===== src/core/dsas_pkg.sv =====
`default_nettype none
package dsas_pkg;
   // ==========================================
   // register port geometry
   localparam int DSAS_ADDR_W = 4; // word index width
   localparam int DSAS_DATA_W = 16; // register data width
   localparam int DSAS_RES_W = 12; // widest result word
   localparam int DSAS_CHAN_W = 4; // channel select width
   // ==========================================
   // register map, word index
   localparam logic [3:0] DSAS_CTRL_ADDR = 4'h0;
   localparam logic [3:0] DSAS_CHAN_ADDR = 4'h1;
   localparam logic [3:0] DSAS_STAT_ADDR = 4'h2;
   localparam logic [3:0] DSAS_RSLT_ADDR = 4'h3;
   localparam logic [3:0] DSAS_ISTAT_ADDR = 4'h4;
   localparam logic [3:0] DSAS_IMASK_ADDR = 4'h5;
   // ==========================================
   // control register fields
   localparam int DSAS_MODE_LSB = 0; // two bits
   localparam int DSAS_START_BIT = 2; // self clearing
   localparam int DSAS_STOP_BIT = 3; // self clearing
   localparam int DSAS_RESF_LSB = 4; // four bits
   localparam int DSAS_TPRIME_LSB = 8; // two bits
   // ==========================================
   // status and result fields
   localparam int DSAS_ST_DONE = 0;
   localparam int DSAS_ST_VALID = 1;
   localparam int DSAS_ST_BUSY = 2;
   localparam int DSAS_ST_CNT_LSB = 4; // priming count, three bits
   localparam int DSAS_RS_VALID = 15; // valid flag beside the word
   // ==========================================
   // interrupt status bits
   localparam int DSAS_IRQ_W = 2;
   localparam int DSAS_IRQ_DONE = 0;
   localparam int DSAS_IRQ_OVR = 1;
   // ==========================================
   // reset values and sequencing counts
   localparam logic [3:0] DSAS_RES_RST = 4'hC; // 12 bit
   localparam logic [3:0] DSAS_RES_MIN = 4'h8;
   localparam logic [3:0] DSAS_RES_MAX = 4'hC;
   localparam logic [1:0] DSAS_TPRIME_RST = 2'h3;
   localparam logic [1:0] DSAS_PRIME_CONV = 2'h3; // priming conversions
   localparam logic [2:0] DSAS_HIST_DEPTH = 3'h4; // samples in decimator
   localparam int DSAS_SYNC_STAGES = 3;
   // ==========================================
   // operating modes
   typedef enum logic [1:0] {
      DSAS_SINGLE,
      DSAS_MULTI,
      DSAS_CONT,
      DSAS_TURBO
   } dsas_mode_t;
endpackage : dsas_pkg
`default_nettype wire


===== src/core/dsas_decim.sv =====
`default_nettype none
// ==========================================
// decimator: counts ones of the modulator stream per period,
// result is the sum of the last four period counts
module dsas_decim (
   // clock, reset, freeze
   input wire logic clock_i,
   input wire logic resetn_i,
   input wire logic ce_i,
   // control
   input wire logic clr_i,
   input wire logic [3:0] res_i,
   // modulator stream, already synchronised
   input wire logic bit_i,
   // parallel result
   output logic conv_o,
   output logic [11:0] result_o
);
   logic [10:0] cnt_r; // position inside a period
   logic [11:0] acc_r; // ones counted so far
   logic [11:0] ones_w; // count including this bit
   logic [10:0] period_w; // clocks per conversion
   logic last_w; // final clock of a period
   logic [11:0] hist_r [4]; // last four period counts
   logic [11:0] hin_w [4]; // shift inputs
   logic [13:0] psum_w [5]; // running sums
   logic [13:0] full_w; // one past full scale

   // fewer bits give a shorter period, so a faster rate at one clock
   assign period_w = 11'(11'h1 << (res_i - 4'h2));
   assign last_w = (cnt_r == 11'(period_w - 11'h1));
   assign ones_w = acc_r + {11'h0, bit_i};

   // ==========================================
   // period counter and ones accumulator
   always_ff @(posedge clock_i) begin
      if (!resetn_i || clr_i) begin
         cnt_r <= 11'h0;
         acc_r <= 12'h0;
         conv_o <= 1'b0;
      end else if (ce_i) begin
         conv_o <= last_w; // result ready one clock later
         if (last_w) begin
            cnt_r <= 11'h0;
            acc_r <= 12'h0;
         end else begin
            cnt_r <= cnt_r + 11'h1;
            acc_r <= ones_w;
         end
      end
   end

   // ==========================================
   // four deep history, one entry per generate pass
   assign psum_w[0] = 14'h0;
   for (genvar i = 0; i < 4; i++) begin : g_hist
      if (i == 0) begin : g_head
         assign hin_w[i] = ones_w;
      end else begin : g_tail
         assign hin_w[i] = hist_r[i-1];
      end
      always_ff @(posedge clock_i) begin
         if (!resetn_i || clr_i) begin
            hist_r[i] <= 12'h0;
         end else if (ce_i && last_w) begin
            hist_r[i] <= hin_w[i];
         end
      end
      assign psum_w[i+1] = psum_w[i] + {2'h0, hist_r[i]};
   end

   // full scale input would reach 2^res, clip it to the top code
   assign full_w = 14'(14'h1 << res_i);
   assign result_o = (psum_w[4] >= full_w) ? 12'(full_w - 14'h1) : psum_w[4][11:0];
endmodule : dsas_decim
`default_nettype wire


===== src/core/dsas_seq.sv =====
`default_nettype none

module dsas_seq (
   // clock, reset, freeze
   input wire logic clock_i,
   input wire logic resetn_i,
   input wire logic ce_i,
   // register port
   input wire logic [dsas_pkg::DSAS_ADDR_W-1:0] addr_i,
   input wire logic [dsas_pkg::DSAS_DATA_W-1:0] wdata_i,
   input wire logic wr_i,
   input wire logic rd_i,
   output logic [dsas_pkg::DSAS_DATA_W-1:0] rdata_o,
   // converter pins
   input wire logic start_i,
   input wire logic mod_bit_i,
   output logic mod_rst_o,
   output logic [dsas_pkg::DSAS_CHAN_W-1:0] chan_sel_o,
   output logic done_o,
   output logic irq_o
);
   // ==========================================
   // declarations
   typedef enum logic [1:0] {
      SQ_IDLE,
      SQ_RUN,
      SQ_HOLD
   } dsas_state_t;

   dsas_state_t state_r; // sequencer state
   dsas_pkg::dsas_mode_t mode_r; // selected mode
   logic [3:0] res_r; // requested resolution
   logic [3:0] res_w; // clamped resolution
   logic [1:0] tprime_r; // turbo priming count
   logic [1:0] need_w; // primings before a result
   logic [2:0] cnt_r; // conversions since prime start
   logic dclr_r; // holds modulator and decimator reset
   logic [1:0] pin_w; // raw pins
   logic [2:0] sync_r [2]; // three stage synchronisers
   logic lvl_r [2]; // filtered pin levels
   logic start_d_r; // previous trigger level
   logic trig_w; // any start request
   logic conv_w; // usable conversion end
   logic res_evt_w; // result produced this cycle
   logic [11:0] dec_w; // decimator word
   logic dec_conv_w; // decimator period end
   logic [11:0] rslt_r; // held result
   logic rvalid_r; // held result valid flag
   logic [2:0] since_r; // samples since channel change
   logic done_r; // conversion done flag
   logic [1:0] istat_r; // sticky events
   logic [1:0] imask_r; // event enables
   logic [1:0] ievt_w; // events this cycle
   logic wr_ctrl_w; // control write
   logic wr_chan_w; // channel write
   logic rd_rslt_w; // result read

   // ==========================================
   // pin synchronisers: a change counts when stages two and three agree
   assign pin_w = {mod_bit_i, start_i};
   for (genvar i = 0; i < 2; i++) begin : g_sync
      always_ff @(posedge clock_i) begin
         if (!resetn_i) begin
            sync_r[i] <= 3'h0;
            lvl_r[i] <= 1'b0;
         end else if (ce_i) begin
            sync_r[i] <= {sync_r[i][1:0], pin_w[i]};
            // a lone glitch never reaches the level
            if (sync_r[i][1] == sync_r[i][2]) begin
               lvl_r[i] <= sync_r[i][2];
            end
         end
      end
   end

   // trigger edge detector, works off the filtered level only
   always_ff @(posedge clock_i) begin
      if (!resetn_i) begin
         start_d_r <= 1'b0;
      end else if (ce_i) begin
         start_d_r <= lvl_r[0];
      end
   end

   // ==========================================
   // bus decode
   assign wr_ctrl_w = wr_i && (addr_i == dsas_pkg::DSAS_CTRL_ADDR);
   assign wr_chan_w = wr_i && (addr_i == dsas_pkg::DSAS_CHAN_ADDR);
   assign rd_rslt_w = rd_i && (addr_i == dsas_pkg::DSAS_RSLT_ADDR);

   // software start bit or rising trigger pin; a tied-low pin never fires
   assign trig_w = (wr_ctrl_w && wdata_i[dsas_pkg::DSAS_START_BIT]) || (lvl_r[0] && !start_d_r);

   // ==========================================
   // configuration registers
   always_ff @(posedge clock_i) begin
      if (!resetn_i) begin
         mode_r <= dsas_pkg::DSAS_SINGLE;
         res_r <= dsas_pkg::DSAS_RES_RST;
         tprime_r <= dsas_pkg::DSAS_TPRIME_RST;
      end else if (ce_i && wr_ctrl_w) begin
         // mode switch takes effect at the next decision point
         mode_r <= dsas_pkg::dsas_mode_t'(wdata_i[dsas_pkg::DSAS_MODE_LSB +: 2]);
         res_r <= wdata_i[dsas_pkg::DSAS_RESF_LSB +: 4];
         tprime_r <= wdata_i[dsas_pkg::DSAS_TPRIME_LSB +: 2];
      end
   end

   // channel select drives the input multiplexer directly
   always_ff @(posedge clock_i) begin
      if (!resetn_i) begin
         chan_sel_o <= 4'h0;
      end else if (ce_i && wr_chan_w) begin
         chan_sel_o <= wdata_i[3:0];
      end
   end

   // interrupt mask
   always_ff @(posedge clock_i) begin
      if (!resetn_i) begin
         imask_r <= 2'h0;
      end else if (ce_i && wr_i && (addr_i == dsas_pkg::DSAS_IMASK_ADDR)) begin
         imask_r <= wdata_i[1:0];
      end
   end

   // out of range resolution codes are pulled to the nearest legal one
   always_comb begin
      res_w = res_r;
      if (res_r < dsas_pkg::DSAS_RES_MIN) begin
         res_w = dsas_pkg::DSAS_RES_MIN;
      end else if (res_r > dsas_pkg::DSAS_RES_MAX) begin
         res_w = dsas_pkg::DSAS_RES_MAX;
      end
   end

   // ==========================================
   // decimator
   dsas_decim u_decim (
      .clock_i (clock_i),
      .resetn_i (resetn_i),
      .ce_i (ce_i),
      .clr_i (dclr_r),
      .res_i (res_w),
      .bit_i (lvl_r[1]),
      .conv_o (dec_conv_w),
      .result_o (dec_w)
   );

   // turbo trades settling for speed by priming fewer times
   assign need_w = (mode_r == dsas_pkg::DSAS_TURBO) ? tprime_r : dsas_pkg::DSAS_PRIME_CONV;
   // conversions finishing under reset are stale and ignored
   assign conv_w = ce_i && dec_conv_w && !dclr_r && (state_r == SQ_RUN);
   assign res_evt_w = conv_w && (cnt_r >= {1'b0, need_w});

   // ==========================================
   // sequencer state machine
   always_ff @(posedge clock_i) begin
      if (!resetn_i) begin
         state_r <= SQ_IDLE;
         cnt_r <= 3'h0;
         dclr_r <= 1'b1;
      end else if (ce_i) begin
         case (state_r)
            // standby: modulator held reset, nothing converts
            SQ_IDLE: begin
               dclr_r <= 1'b1;
               cnt_r <= 3'h0;
               if (trig_w) begin
                  state_r <= SQ_RUN;
               end
            end
            // converting: release reset, count primings
            SQ_RUN: begin
               dclr_r <= 1'b0;
               if (wr_ctrl_w && wdata_i[dsas_pkg::DSAS_STOP_BIT]) begin
                  state_r <= SQ_IDLE;
                  dclr_r <= 1'b1;
               end else if (res_evt_w) begin
                  case (mode_r)
                     // single: park until the result is read
                     dsas_pkg::DSAS_SINGLE: begin
                        state_r <= SQ_HOLD;
                        dclr_r <= 1'b1;
                     end
                     // continuous: keep history, result every period
                     dsas_pkg::DSAS_CONT: begin
                        state_r <= SQ_RUN;
                     end
                     // multi and turbo: reset, reprime, go again
                     default: begin
                        dclr_r <= 1'b1;
                        cnt_r <= 3'h0;
                     end
                  endcase
               end else if (conv_w) begin
                  cnt_r <= cnt_r + 3'h1;
               end
            end
            // single result waiting for readout
            SQ_HOLD: begin
               dclr_r <= 1'b1;
               if (!done_r || (wr_ctrl_w && wdata_i[dsas_pkg::DSAS_STOP_BIT])) begin
                  state_r <= SQ_IDLE;
               end
            end
            default: begin
               state_r <= SQ_IDLE;
            end
         endcase
      end
   end

   assign mod_rst_o = dclr_r;

   // ==========================================
   // samples since the last channel change
   always_ff @(posedge clock_i) begin
      if (!resetn_i) begin
         since_r <= 3'h0;
      end else if (ce_i) begin
         if (wr_chan_w && (wdata_i[3:0] != chan_sel_o)) begin
            since_r <= 3'h0;
         end else if (conv_w && (since_r < dsas_pkg::DSAS_HIST_DEPTH)) begin
            since_r <= since_r + 3'h1;
         end
      end
   end

   // result capture with its validity
   always_ff @(posedge clock_i) begin
      if (!resetn_i) begin
         rslt_r <= 12'h0;
         rvalid_r <= 1'b0;
      end else if (ce_i && res_evt_w) begin
         rslt_r <= dec_w;
         // the sample now completing counts toward the four
         rvalid_r <= (since_r >= 3'(dsas_pkg::DSAS_HIST_DEPTH - 3'h1));
      end
   end

   // ==========================================
   // done flag: a new result wins over a read in the same cycle
   always_ff @(posedge clock_i) begin
      if (!resetn_i) begin
         done_r <= 1'b0;
      end else if (ce_i) begin
         if (res_evt_w) begin
            done_r <= 1'b1;
         end else if (rd_rslt_w) begin
            done_r <= 1'b0;
         end
      end
   end

   assign done_o = done_r;

   // ==========================================
   // interrupt status: write one clears, set wins
   assign ievt_w = {res_evt_w && done_r && !rd_rslt_w, res_evt_w};
   always_ff @(posedge clock_i) begin
      if (!resetn_i) begin
         istat_r <= 2'h0;
      end else if (ce_i) begin
         if (wr_i && (addr_i == dsas_pkg::DSAS_ISTAT_ADDR)) begin
            istat_r <= (istat_r & ~wdata_i[1:0]) | ievt_w;
         end else begin
            istat_r <= istat_r | ievt_w;
         end
      end
   end

   // level interrupt, one clock behind the status bits
   always_ff @(posedge clock_i) begin
      if (!resetn_i) begin
         irq_o <= 1'b0;
      end else if (ce_i) begin
         irq_o <= |(istat_r & imask_r);
      end
   end

   // ==========================================
   // read data, valid only in the cycle after the strobe
   always_ff @(posedge clock_i) begin
      if (!resetn_i) begin
         rdata_o <= 16'h0;
      end else if (ce_i) begin
         rdata_o <= 16'h0;
         if (rd_i) begin
            if (addr_i == dsas_pkg::DSAS_CTRL_ADDR) begin
               // start and stop read back as zero
               rdata_o <= {6'h0, tprime_r, res_r, 2'h0, mode_r};
            end else if (addr_i == dsas_pkg::DSAS_CHAN_ADDR) begin
               rdata_o <= {12'h0, chan_sel_o};
            end else if (addr_i == dsas_pkg::DSAS_STAT_ADDR) begin
               rdata_o <= {9'h0, cnt_r, 1'b0, state_r != SQ_IDLE, rvalid_r, done_r};
            end else if (addr_i == dsas_pkg::DSAS_RSLT_ADDR) begin
               rdata_o <= {rvalid_r, 3'h0, rslt_r};
            end else if (addr_i == dsas_pkg::DSAS_ISTAT_ADDR) begin
               rdata_o <= {14'h0, istat_r};
            end else if (addr_i == dsas_pkg::DSAS_IMASK_ADDR) begin
               rdata_o <= {14'h0, imask_r};
            end
            // unmapped words read zero
         end
      end
   end
endmodule : dsas_seq
`default_nettype wire


===== config.mk =====
export PLATFORM = sky130hd
export DESIGN_NAME = dsas_seq
export DESIGN_NICKNAME = d
export VERILOG_FILES = /design/src/core/dsas_pkg.sv /design/src/core/dsas_decim.sv /design/src/core/dsas_seq.sv
export SDC_FILE = /design/constraint.sdc
export NUM_CORES = 1
export LEC_CHECK = 0
export BUFFER_PORTS_ARGS = -buffer_cell sky130_fd_sc_hd__buf_2
export CAP_MARGIN = 5
export CORE_UTILIZATION = 56
export CTS_CLUSTER_DIAMETER = 50
export DETAILED_ROUTE_END_ITERATION = 8
export HOLD_SLACK_MARGIN = 0.12
export PLACE_DENSITY = 0.88
export SLEW_MARGIN = 20
export SYNTH_ARGS = -nofsm -noshare
export SYNTH_HDL_FRONTEND = slang
export SYNTH_SLANG_ARGS = --single-unit

===== constraint.sdc =====
create_clock -name clock_i -period 5.5 [get_ports clock_i]
set_input_delay 0.275 -clock clock_i [delete_from_list [all_inputs] [get_ports clock_i]]
set_output_delay 0.275 -clock clock_i [all_outputs]
set_load 0.03 [all_outputs]

==> flow_summary.ini, run 1 <==
[grt]
grt_pass1_vias = 5862
grt_start_max_net_pins = 40
grt-ovfl-total = 0
top_usage_layer = met2
grt_use_total = 0.246
use_met2 = 0.385
met1_usage = 0.336
grt_pass1_wl_um = 28300
grt_antenna_before_repair = 0
grt_use_met3 = 0.0517

[placement]
dp_slack_ns = -0.0329
portBuffers = 40
dp_hpwl_um = 11900
routabilityCongestion = 0.917
placed_area_mm2 = 0.00836

[logic_synthesis]
yosysTopAreaCell = edfxtp_1
yosys_most_used_dff = dfxtp_1
synth.top_cells.by_count = dfxtp_1 (79), nand2_1 (65), nor2_1 (65), edfxtp_1 (55), ha_1 (49)
async_flop_share = 0
yosys_register_bits = 134
yosysMostFrequentCell = dfxtp_1
synth_cell_type_count = 77
synth.avg_cell_area_um2 = 9.54
netlist_area_mm2 = 0.00800
syn_inst = 838
yosysWarnings = 0
synth_area_leaders = edfxtp_1 (21%), dfxtp_1 (20%), ha_1 (7.7%), fa_1 (3.5%), and2_1 (3.4%)
yosysSeqAreaShare = 0.404
synthDominantCellAreaShare = 0.207
synth_edf_count = 55

[clock_tree]
root_buffer = clkbuf_16
cts_tree = yes
insertion_delay_ns = 0.43
cts_max_path_buffers = 2
cts.sinks = 134
cts.clk_slew.worst_paths_ns = 0.06
cts.htree.levels = 4
numCtsBuffers = 17

[detailed_routing]
totalWireLength_um = 17400
firstDrtPassIters = 5
drt_first_iter_violations = 552
ant_nets = 0
routedWlPerCell_um = 16.2
vias = 6327
drc = 0
via_per_inst = 5.90

[floorplanning]
start_util = 0.576
pin_count = 50
die_y_um = 121
rows = 43
die_w_um = 121
dieArea_mm2 = 0.0148
fp.coreArea_mm2 = 0.0139

[timing]
relSlewSlack = 0.302
maxSlewViolCount = 0
skew_ns = 0.00931
fin_crit_sh = 0.964
max_freq_mhz = 189
fin_crit_ns = 5.30
hold_viol = 0
setup_viol = 0
worstMarginPinSlew_ns = 1.05
hold_ws_ns = 0.148
fin_ws_ns = 0.196
setup-tns-final_ns = 0
rsz0062_at_grt = yes

[setup_path]
crit_type = flip-flop to flip-flop
end_kind = flip-flop
crit_path_start_kind = flip-flop
critical_path.max_fanout = 4
crit_arrival_ns = 5.66
required_ns = 5.86

[layout]
final_area_mm2 = 0.00915
nets = 970
drive_gt1_frac = 0.133
fillCellCount = 1019
area_growth_pct = 14.4
multiInputGateArea_mm2 = 0.00460
antenna_cells = 0
regArea_mm2 = 0.00323

[job]
drv_cap = 0

[power]
vdd_drop_max_mv = 0.188
p_leak_nw = 3.86
p_total_w = 0.00250
powerDensity_mw_per_mm2 = 273

[outcome]
outcome = finished clean

[worst_hold_path]
hold_path.class = primary input to flip-flop
==> worst max-delay path, stage by stage, from the launching register on <==
cell and delay (ns):
edfxtp_1 0.39, ha_2 0.22, fa_2 0.35, a21o_1 0.22, a21o_1 0.22, a21oi_2 0.17, inv_1 0.06, a21oi_1 0.17
xnor2_1 0.17, fa_1 0.47, ha_2 0.21, or3_1 0.36, o22a_2 0.24, a21oi_2 0.13, o21ai_0 0.12, xor2_1 0.18
ha_1 0.31, and4_1 0.22, o2111ai_1 0.13, a41o_1 0.29, o21ai_2 0.20, buf_4 0.15, nand2_1 0.08, a31oi_1 0.16
==> cell type report <==
cell class                 count  share of cell area
multi-input combinational    643               0.503
sequential                   134               0.353
clock buffer                  20              0.0524
timing repair buffer          56              0.0367
tap                          180              0.0246
clock inverter                12              0.0187
inverter                      28              0.0115
==> layout by cell type (no fill, tap or decap), types with 5 or more instances in the layout <==
cell type      synthesis  routed
a211oi_1               6       6
a21o_1                 8       8
a21oi_1               36      32
a22oi_1                6       6
a31oi_1               16      15
and2_1                44      44
and3_1                14      14
buf_2                  5      40
buf_4                  3      10
clkbuf_16              0      19
conb_1                 2      14
dfxtp_1               79      79
dlygate4sd3_1          0       6
edfxtp_1              55      55
fa_1                  14      13
ha_1                  49      47
inv_1                 26      26
mux2i_1               21      21
nand2_1               65      65
nand2b_1              11      11
nand3_1               24      24
nand3b_1               5       5
nand4_1                5       5
nor2_1                65      64
nor2b_1               12      12
nor3_1                38      38
nor3_2                 7       7
o21a_1                13      11
o21ai_0               29      27
o2bb2ai_1              8       8
o31ai_1                5       5
or3_1                  8       8
xnor2_1               27      27
xor2_1                31      31
==> power breakdown <==
group          total [W]  internal (W)  switching [W]
clock            0.00124      0.000809       0.000435
combinational   0.000195     0.0000750       0.000120
sequential       0.00106       0.00105      0.0000124
total            0.00250       0.00193       0.000567
==> cells by family after synthesis <==
logic type,count (synthesis),share of synthesized area
adder cells (fa/ha/maj),63,0.112
XOR/XNOR,58,0.0635
other,2,0.000939
buffers and inverters,73,0.0374
AND/OR/NAND/NOR,315,0.206
multiplexers,25,0.0319
flip-flops,134,0.404
AO/OA/AOI/OAI,168,0.144
==> metrics by stage <==
step | utilization | std cells
after floorplan | - | 850
after detailed placement | 0.602 | 1034
final | 0.659 | 1073
after global routing | 0.659 | 1073
after global placement | 0.602 | 1034
after CTS | 0.654 | 1072
==> path summary, 6_finish.rpt <==
| kind | startpoint | to | slack, ns | cells after the start |
|---|---|---|---|---|
| hold / removal | wdata_i[3] | chan_sel_o[3]$_SDFFE_PN0P_ | 0.15 | 3 |
| setup reg to reg | u_decim.hist_r[1][0]$_SDFFCE_PN0P_ | rslt_r[2]$_SDFFE_PN0P_ | 0.20 | 23 |
| hold reg to reg | rdata_o[10]$_SDFFE_PN0P_ | rdata_o[10]$_SDFFE_PN0P_ | 0.47 | 2 |
| setup / recovery | u_decim.hist_r[1][0]$_SDFFCE_PN0P_ | rslt_r[2]$_SDFFE_PN0P_ | 0.20 | 23 |
==> layer usage <==
layer	part of all wire	up-vias
met5	0	-
met4	0.016	0
met3	0.061	28
met2	0.48	220
met1	0.44	2988
li1	-	3091
==> state kept, by name, summed over array words and instances, names as in the netlist, 2 cells and up <==
name            count
rdata_o            13
cnt_r               3
u_decim.hist_r     48
lvl_r               2
sync_r              6
since_r             3
res_r               4
state_r             2
imask_r             2
u_decim.acc_r      12
mode_r              2
rslt_r             12
tprime_r            2
u_decim.cnt_r      11
istat_r             2
chan_sel_o          4
==> repair_timing <==
action | in CTS | in global routing
hold buffers | 6 | 0
pin swaps | 0 | 12
gates resized for setup | 2 | 18
buffers inserted | 0 | 1
gates cloned | 0 | 0
endpoints found under the hold margin | 6 | 0
endpoints found under the setup margin | 9 | 12
(Power assumes the default switching activity.)
==> run 2, diff against run 1 <==
--- a/config.mk
+++ b/config.mk
@@ -10,6 +10,7 @@
 export CORE_UTILIZATION = 56
 export CTS_CLUSTER_DIAMETER = 50
 export DETAILED_ROUTE_END_ITERATION = 8
+export GPL_TIMING_DRIVEN = 0
 export HOLD_SLACK_MARGIN = 0.12
 export PLACE_DENSITY = 0.88
 export SLEW_MARGIN = 20
==> run 2 against run 1 <==
First-iteration DRC count is 44% higher. Maximum frequency rose by 0.73%. Cell count grew 3.4%. Sequential power is essentially flat. Clock skew is 0.0027 ns lower. Global-route usage is 2.7 points higher. Hold slack gained 0.0075 ns. Sequential cell count unchanged. Cell area rose by 1.1%. Sequential share of layout area decreased by 0.38 points. Power is 6.7% lower. Register-to-register slack better by 0.04 ns.
==> flow_summary.ini, run 2 (same netlist as run 1, synthesis figures left out) <==
[detailed_routing]
drc = 0
drt_first_iter_violations = 794
vias = 6754
firstDrtPassIters = 5
routedWlPerCell_um = 17.7
via_per_inst = 6.09
totalWireLength_um = 19600
ant_nets = 0

[grt]
grt_antenna_before_repair = 0
grt_pass1_wl_um = 31000
grt-ovfl-total = 0
grt_use_total = 0.274
grt_pass1_vias = 6245
grt_start_max_net_pins = 25

[floorplanning]
start_util = 0.576
die_w_um = 121
die_y_um = 121
pin_count = 50
dieArea_mm2 = 0.0148
fp.coreArea_mm2 = 0.0139
rows = 43

[layout]
drive_gt1_frac = 0.130
mostFrequentLayoutCells = dfxtp_1 (79), nand2_1 (65), nor2_1 (64), edfxtp_1 (55), ha_1 (46)
largest_reg_flops = 48
layout_commonest_cell = dfxtp_1
area_growth_pct = 15.7
fillCellCount = 1007
final_area_mm2 = 0.00925
reg_top3 = u_decim.hist_r: 48 flops, rdata_o: 13 flops
multiInputGateArea_mm2 = 0.00462
antenna_cells = 0
top_register = u_decim.hist_r
nets = 1006
regArea_mm2 = 0.00323

[worst_hold_path]
hold_path.class = primary input to flip-flop
hold_end = sync_r[0][0]$_SDFFCE_PN0P_
hold_start = start_i
whs_path_depth = 2

[setup_path]
crit_arrival_ns = 5.61
crit_type = flip-flop to flip-flop
required_ns = 5.84
rr_worst_depth = 22
crit_path_start_kind = flip-flop
rrSetupSlack_ns = 0.23
critical_path.max_fanout = 6
critPathLaunch = u_decim.hist_r[0][0]$_SDFFCE_PN0P_
r2r_start = u_decim.hist_r[0][0]$_SDFFCE_PN0P_
reg2reg_to = rslt_r[1]$_SDFFE_PN0P_
end_kind = flip-flop

[timing]
relSlewSlack = 0.270
skew_ns = 0.00660
hold_ws_ns = 0.156
maxSlewViolCount = 0
fin_crit_sh = 0.957
max_freq_mhz = 190
hold_viol = 0
fin_crit_ns = 5.27
worstMarginPinSlew_ns = 1.08
setup_viol = 0

[clock_tree]
cts.htree.levels = 4
insertion_delay_ns = 0.43
cts.sinks = 134
cts.clk_slew.worst_paths_ns = 0.06
root_buffer = clkbuf_16
cts_max_path_buffers = 2
numCtsBuffers = 17
cts_tree = yes

[placement]
placed_area_mm2 = 0.00852
routabilityCongestion = 0.903
dp_hpwl_um = 13600
portBuffers = 37

[power]
powerDensity_mw_per_mm2 = 252
p_leak_nw = 3.89
vdd_drop_max_mv = 0.216

[outcome]
outcome = finished clean

[job]
drv_cap = 0
[run 2: routing by layer]
layer  routed length, um  global-route usage  vias up  part of all wire
met5                   0                   0        -                 0
li1                    -                   -     3159                 -
met3                1470              0.0602       55             0.075
met1                8250               0.356     3241              0.42
met2                9320               0.435      299              0.48
met4                 543               0.121        0             0.028
[run 2: what timing repair did]
| item | in CTS | in global routing |
|---|---|---|
| endpoints found under the setup margin | 11 | 12 |
| setup buffers | 3 | 0 |
| endpoints found under the hold margin | 6 | 1 |
| cloned | 0 | 0 |
| pin swaps | 3 | 12 |
| resized for setup | 8 | 18 |
| hold buffers | 6 | 1 |
[run 2: per-stage QoR]
stage | utilization | TNS [ns] | total power (W) | setup slack [ns] | instances
after floorplan | - | 0 | 0.00121 | 0.433 | 850
after global placement | 0.609 | -15.97 | 0.00126 | -0.321 | 1067
after detailed placement | 0.614 | -1.97 | 0.00127 | -0.314 | 1069
after CTS | 0.661 | 0 | 0.00232 | 0.0112 | 1110
after global routing | 0.666 | -0.157 | 0.00240 | -0.0496 | 1109
final | 0.666 | 0 | 0.00233 | 0.234 | 1109
[run 2: worst max-delay path, cell delays in order (launching register included)]
cell and delay, ns:
edfxtp_1 0.40, ha_2 0.21, fa_2 0.37, a21o_1 0.19, a21o_1 0.20, a21oi_2 0.16
inv_1 0.07, a21oi_2 0.17, xnor2_2 0.10, fa_1 0.51, ha_2 0.22, or3_1 0.38
o22a_1 0.25, a21oi_1 0.18, o21ai_1 0.12, xor2_1 0.16, ha_1 0.31, and4_1 0.21
o2111ai_1 0.12, a41o_2 0.30, o21ai_4 0.21, nand2b_1 0.09, a311oi_1 0.26
[run 2: report_power, final]
group	internal, W	switching (W)	leakage [nW]
clock network	0.000638	0.000418	0.275
registers	0.00105	0.0000119	1.30
logic	0.0000827	0.000134	2.32
[run 2: worst max-delay path by stage]
stage / endpoint / slack [ns] / depth (start not counted)
after floorplan: rslt_r[1]$_SDFFE_PN0P_ / 0.43 / 24
after global placement: u_decim.hist_r[3][2]$_SDFFCE_PN0P_ / -0.32 / 15
after detailed placement: rslt_r[1]$_SDFFE_PN0P_ / -0.31 / 24
after CTS: rslt_r[3]$_SDFFE_PN0P_ / 0.01 / 23
after global routing: rslt_r[11]$_SDFFE_PN0P_ / -0.05 / 24
final: rslt_r[1]$_SDFFE_PN0P_ / 0.23 / 22
[run 2: final cells by class]
type | instances | share of cell area
repair buffers | 49 | 0.0360
clock inverters | 10 | 0.00852
multi-input cells | 643 | 0.500
flip-flops and latches | 134 | 0.350
inverters | 28 | 0.0114
well taps | 180 | 0.0244
clock buffers | 22 | 0.0502
plain buffers | 43 | 0.0202
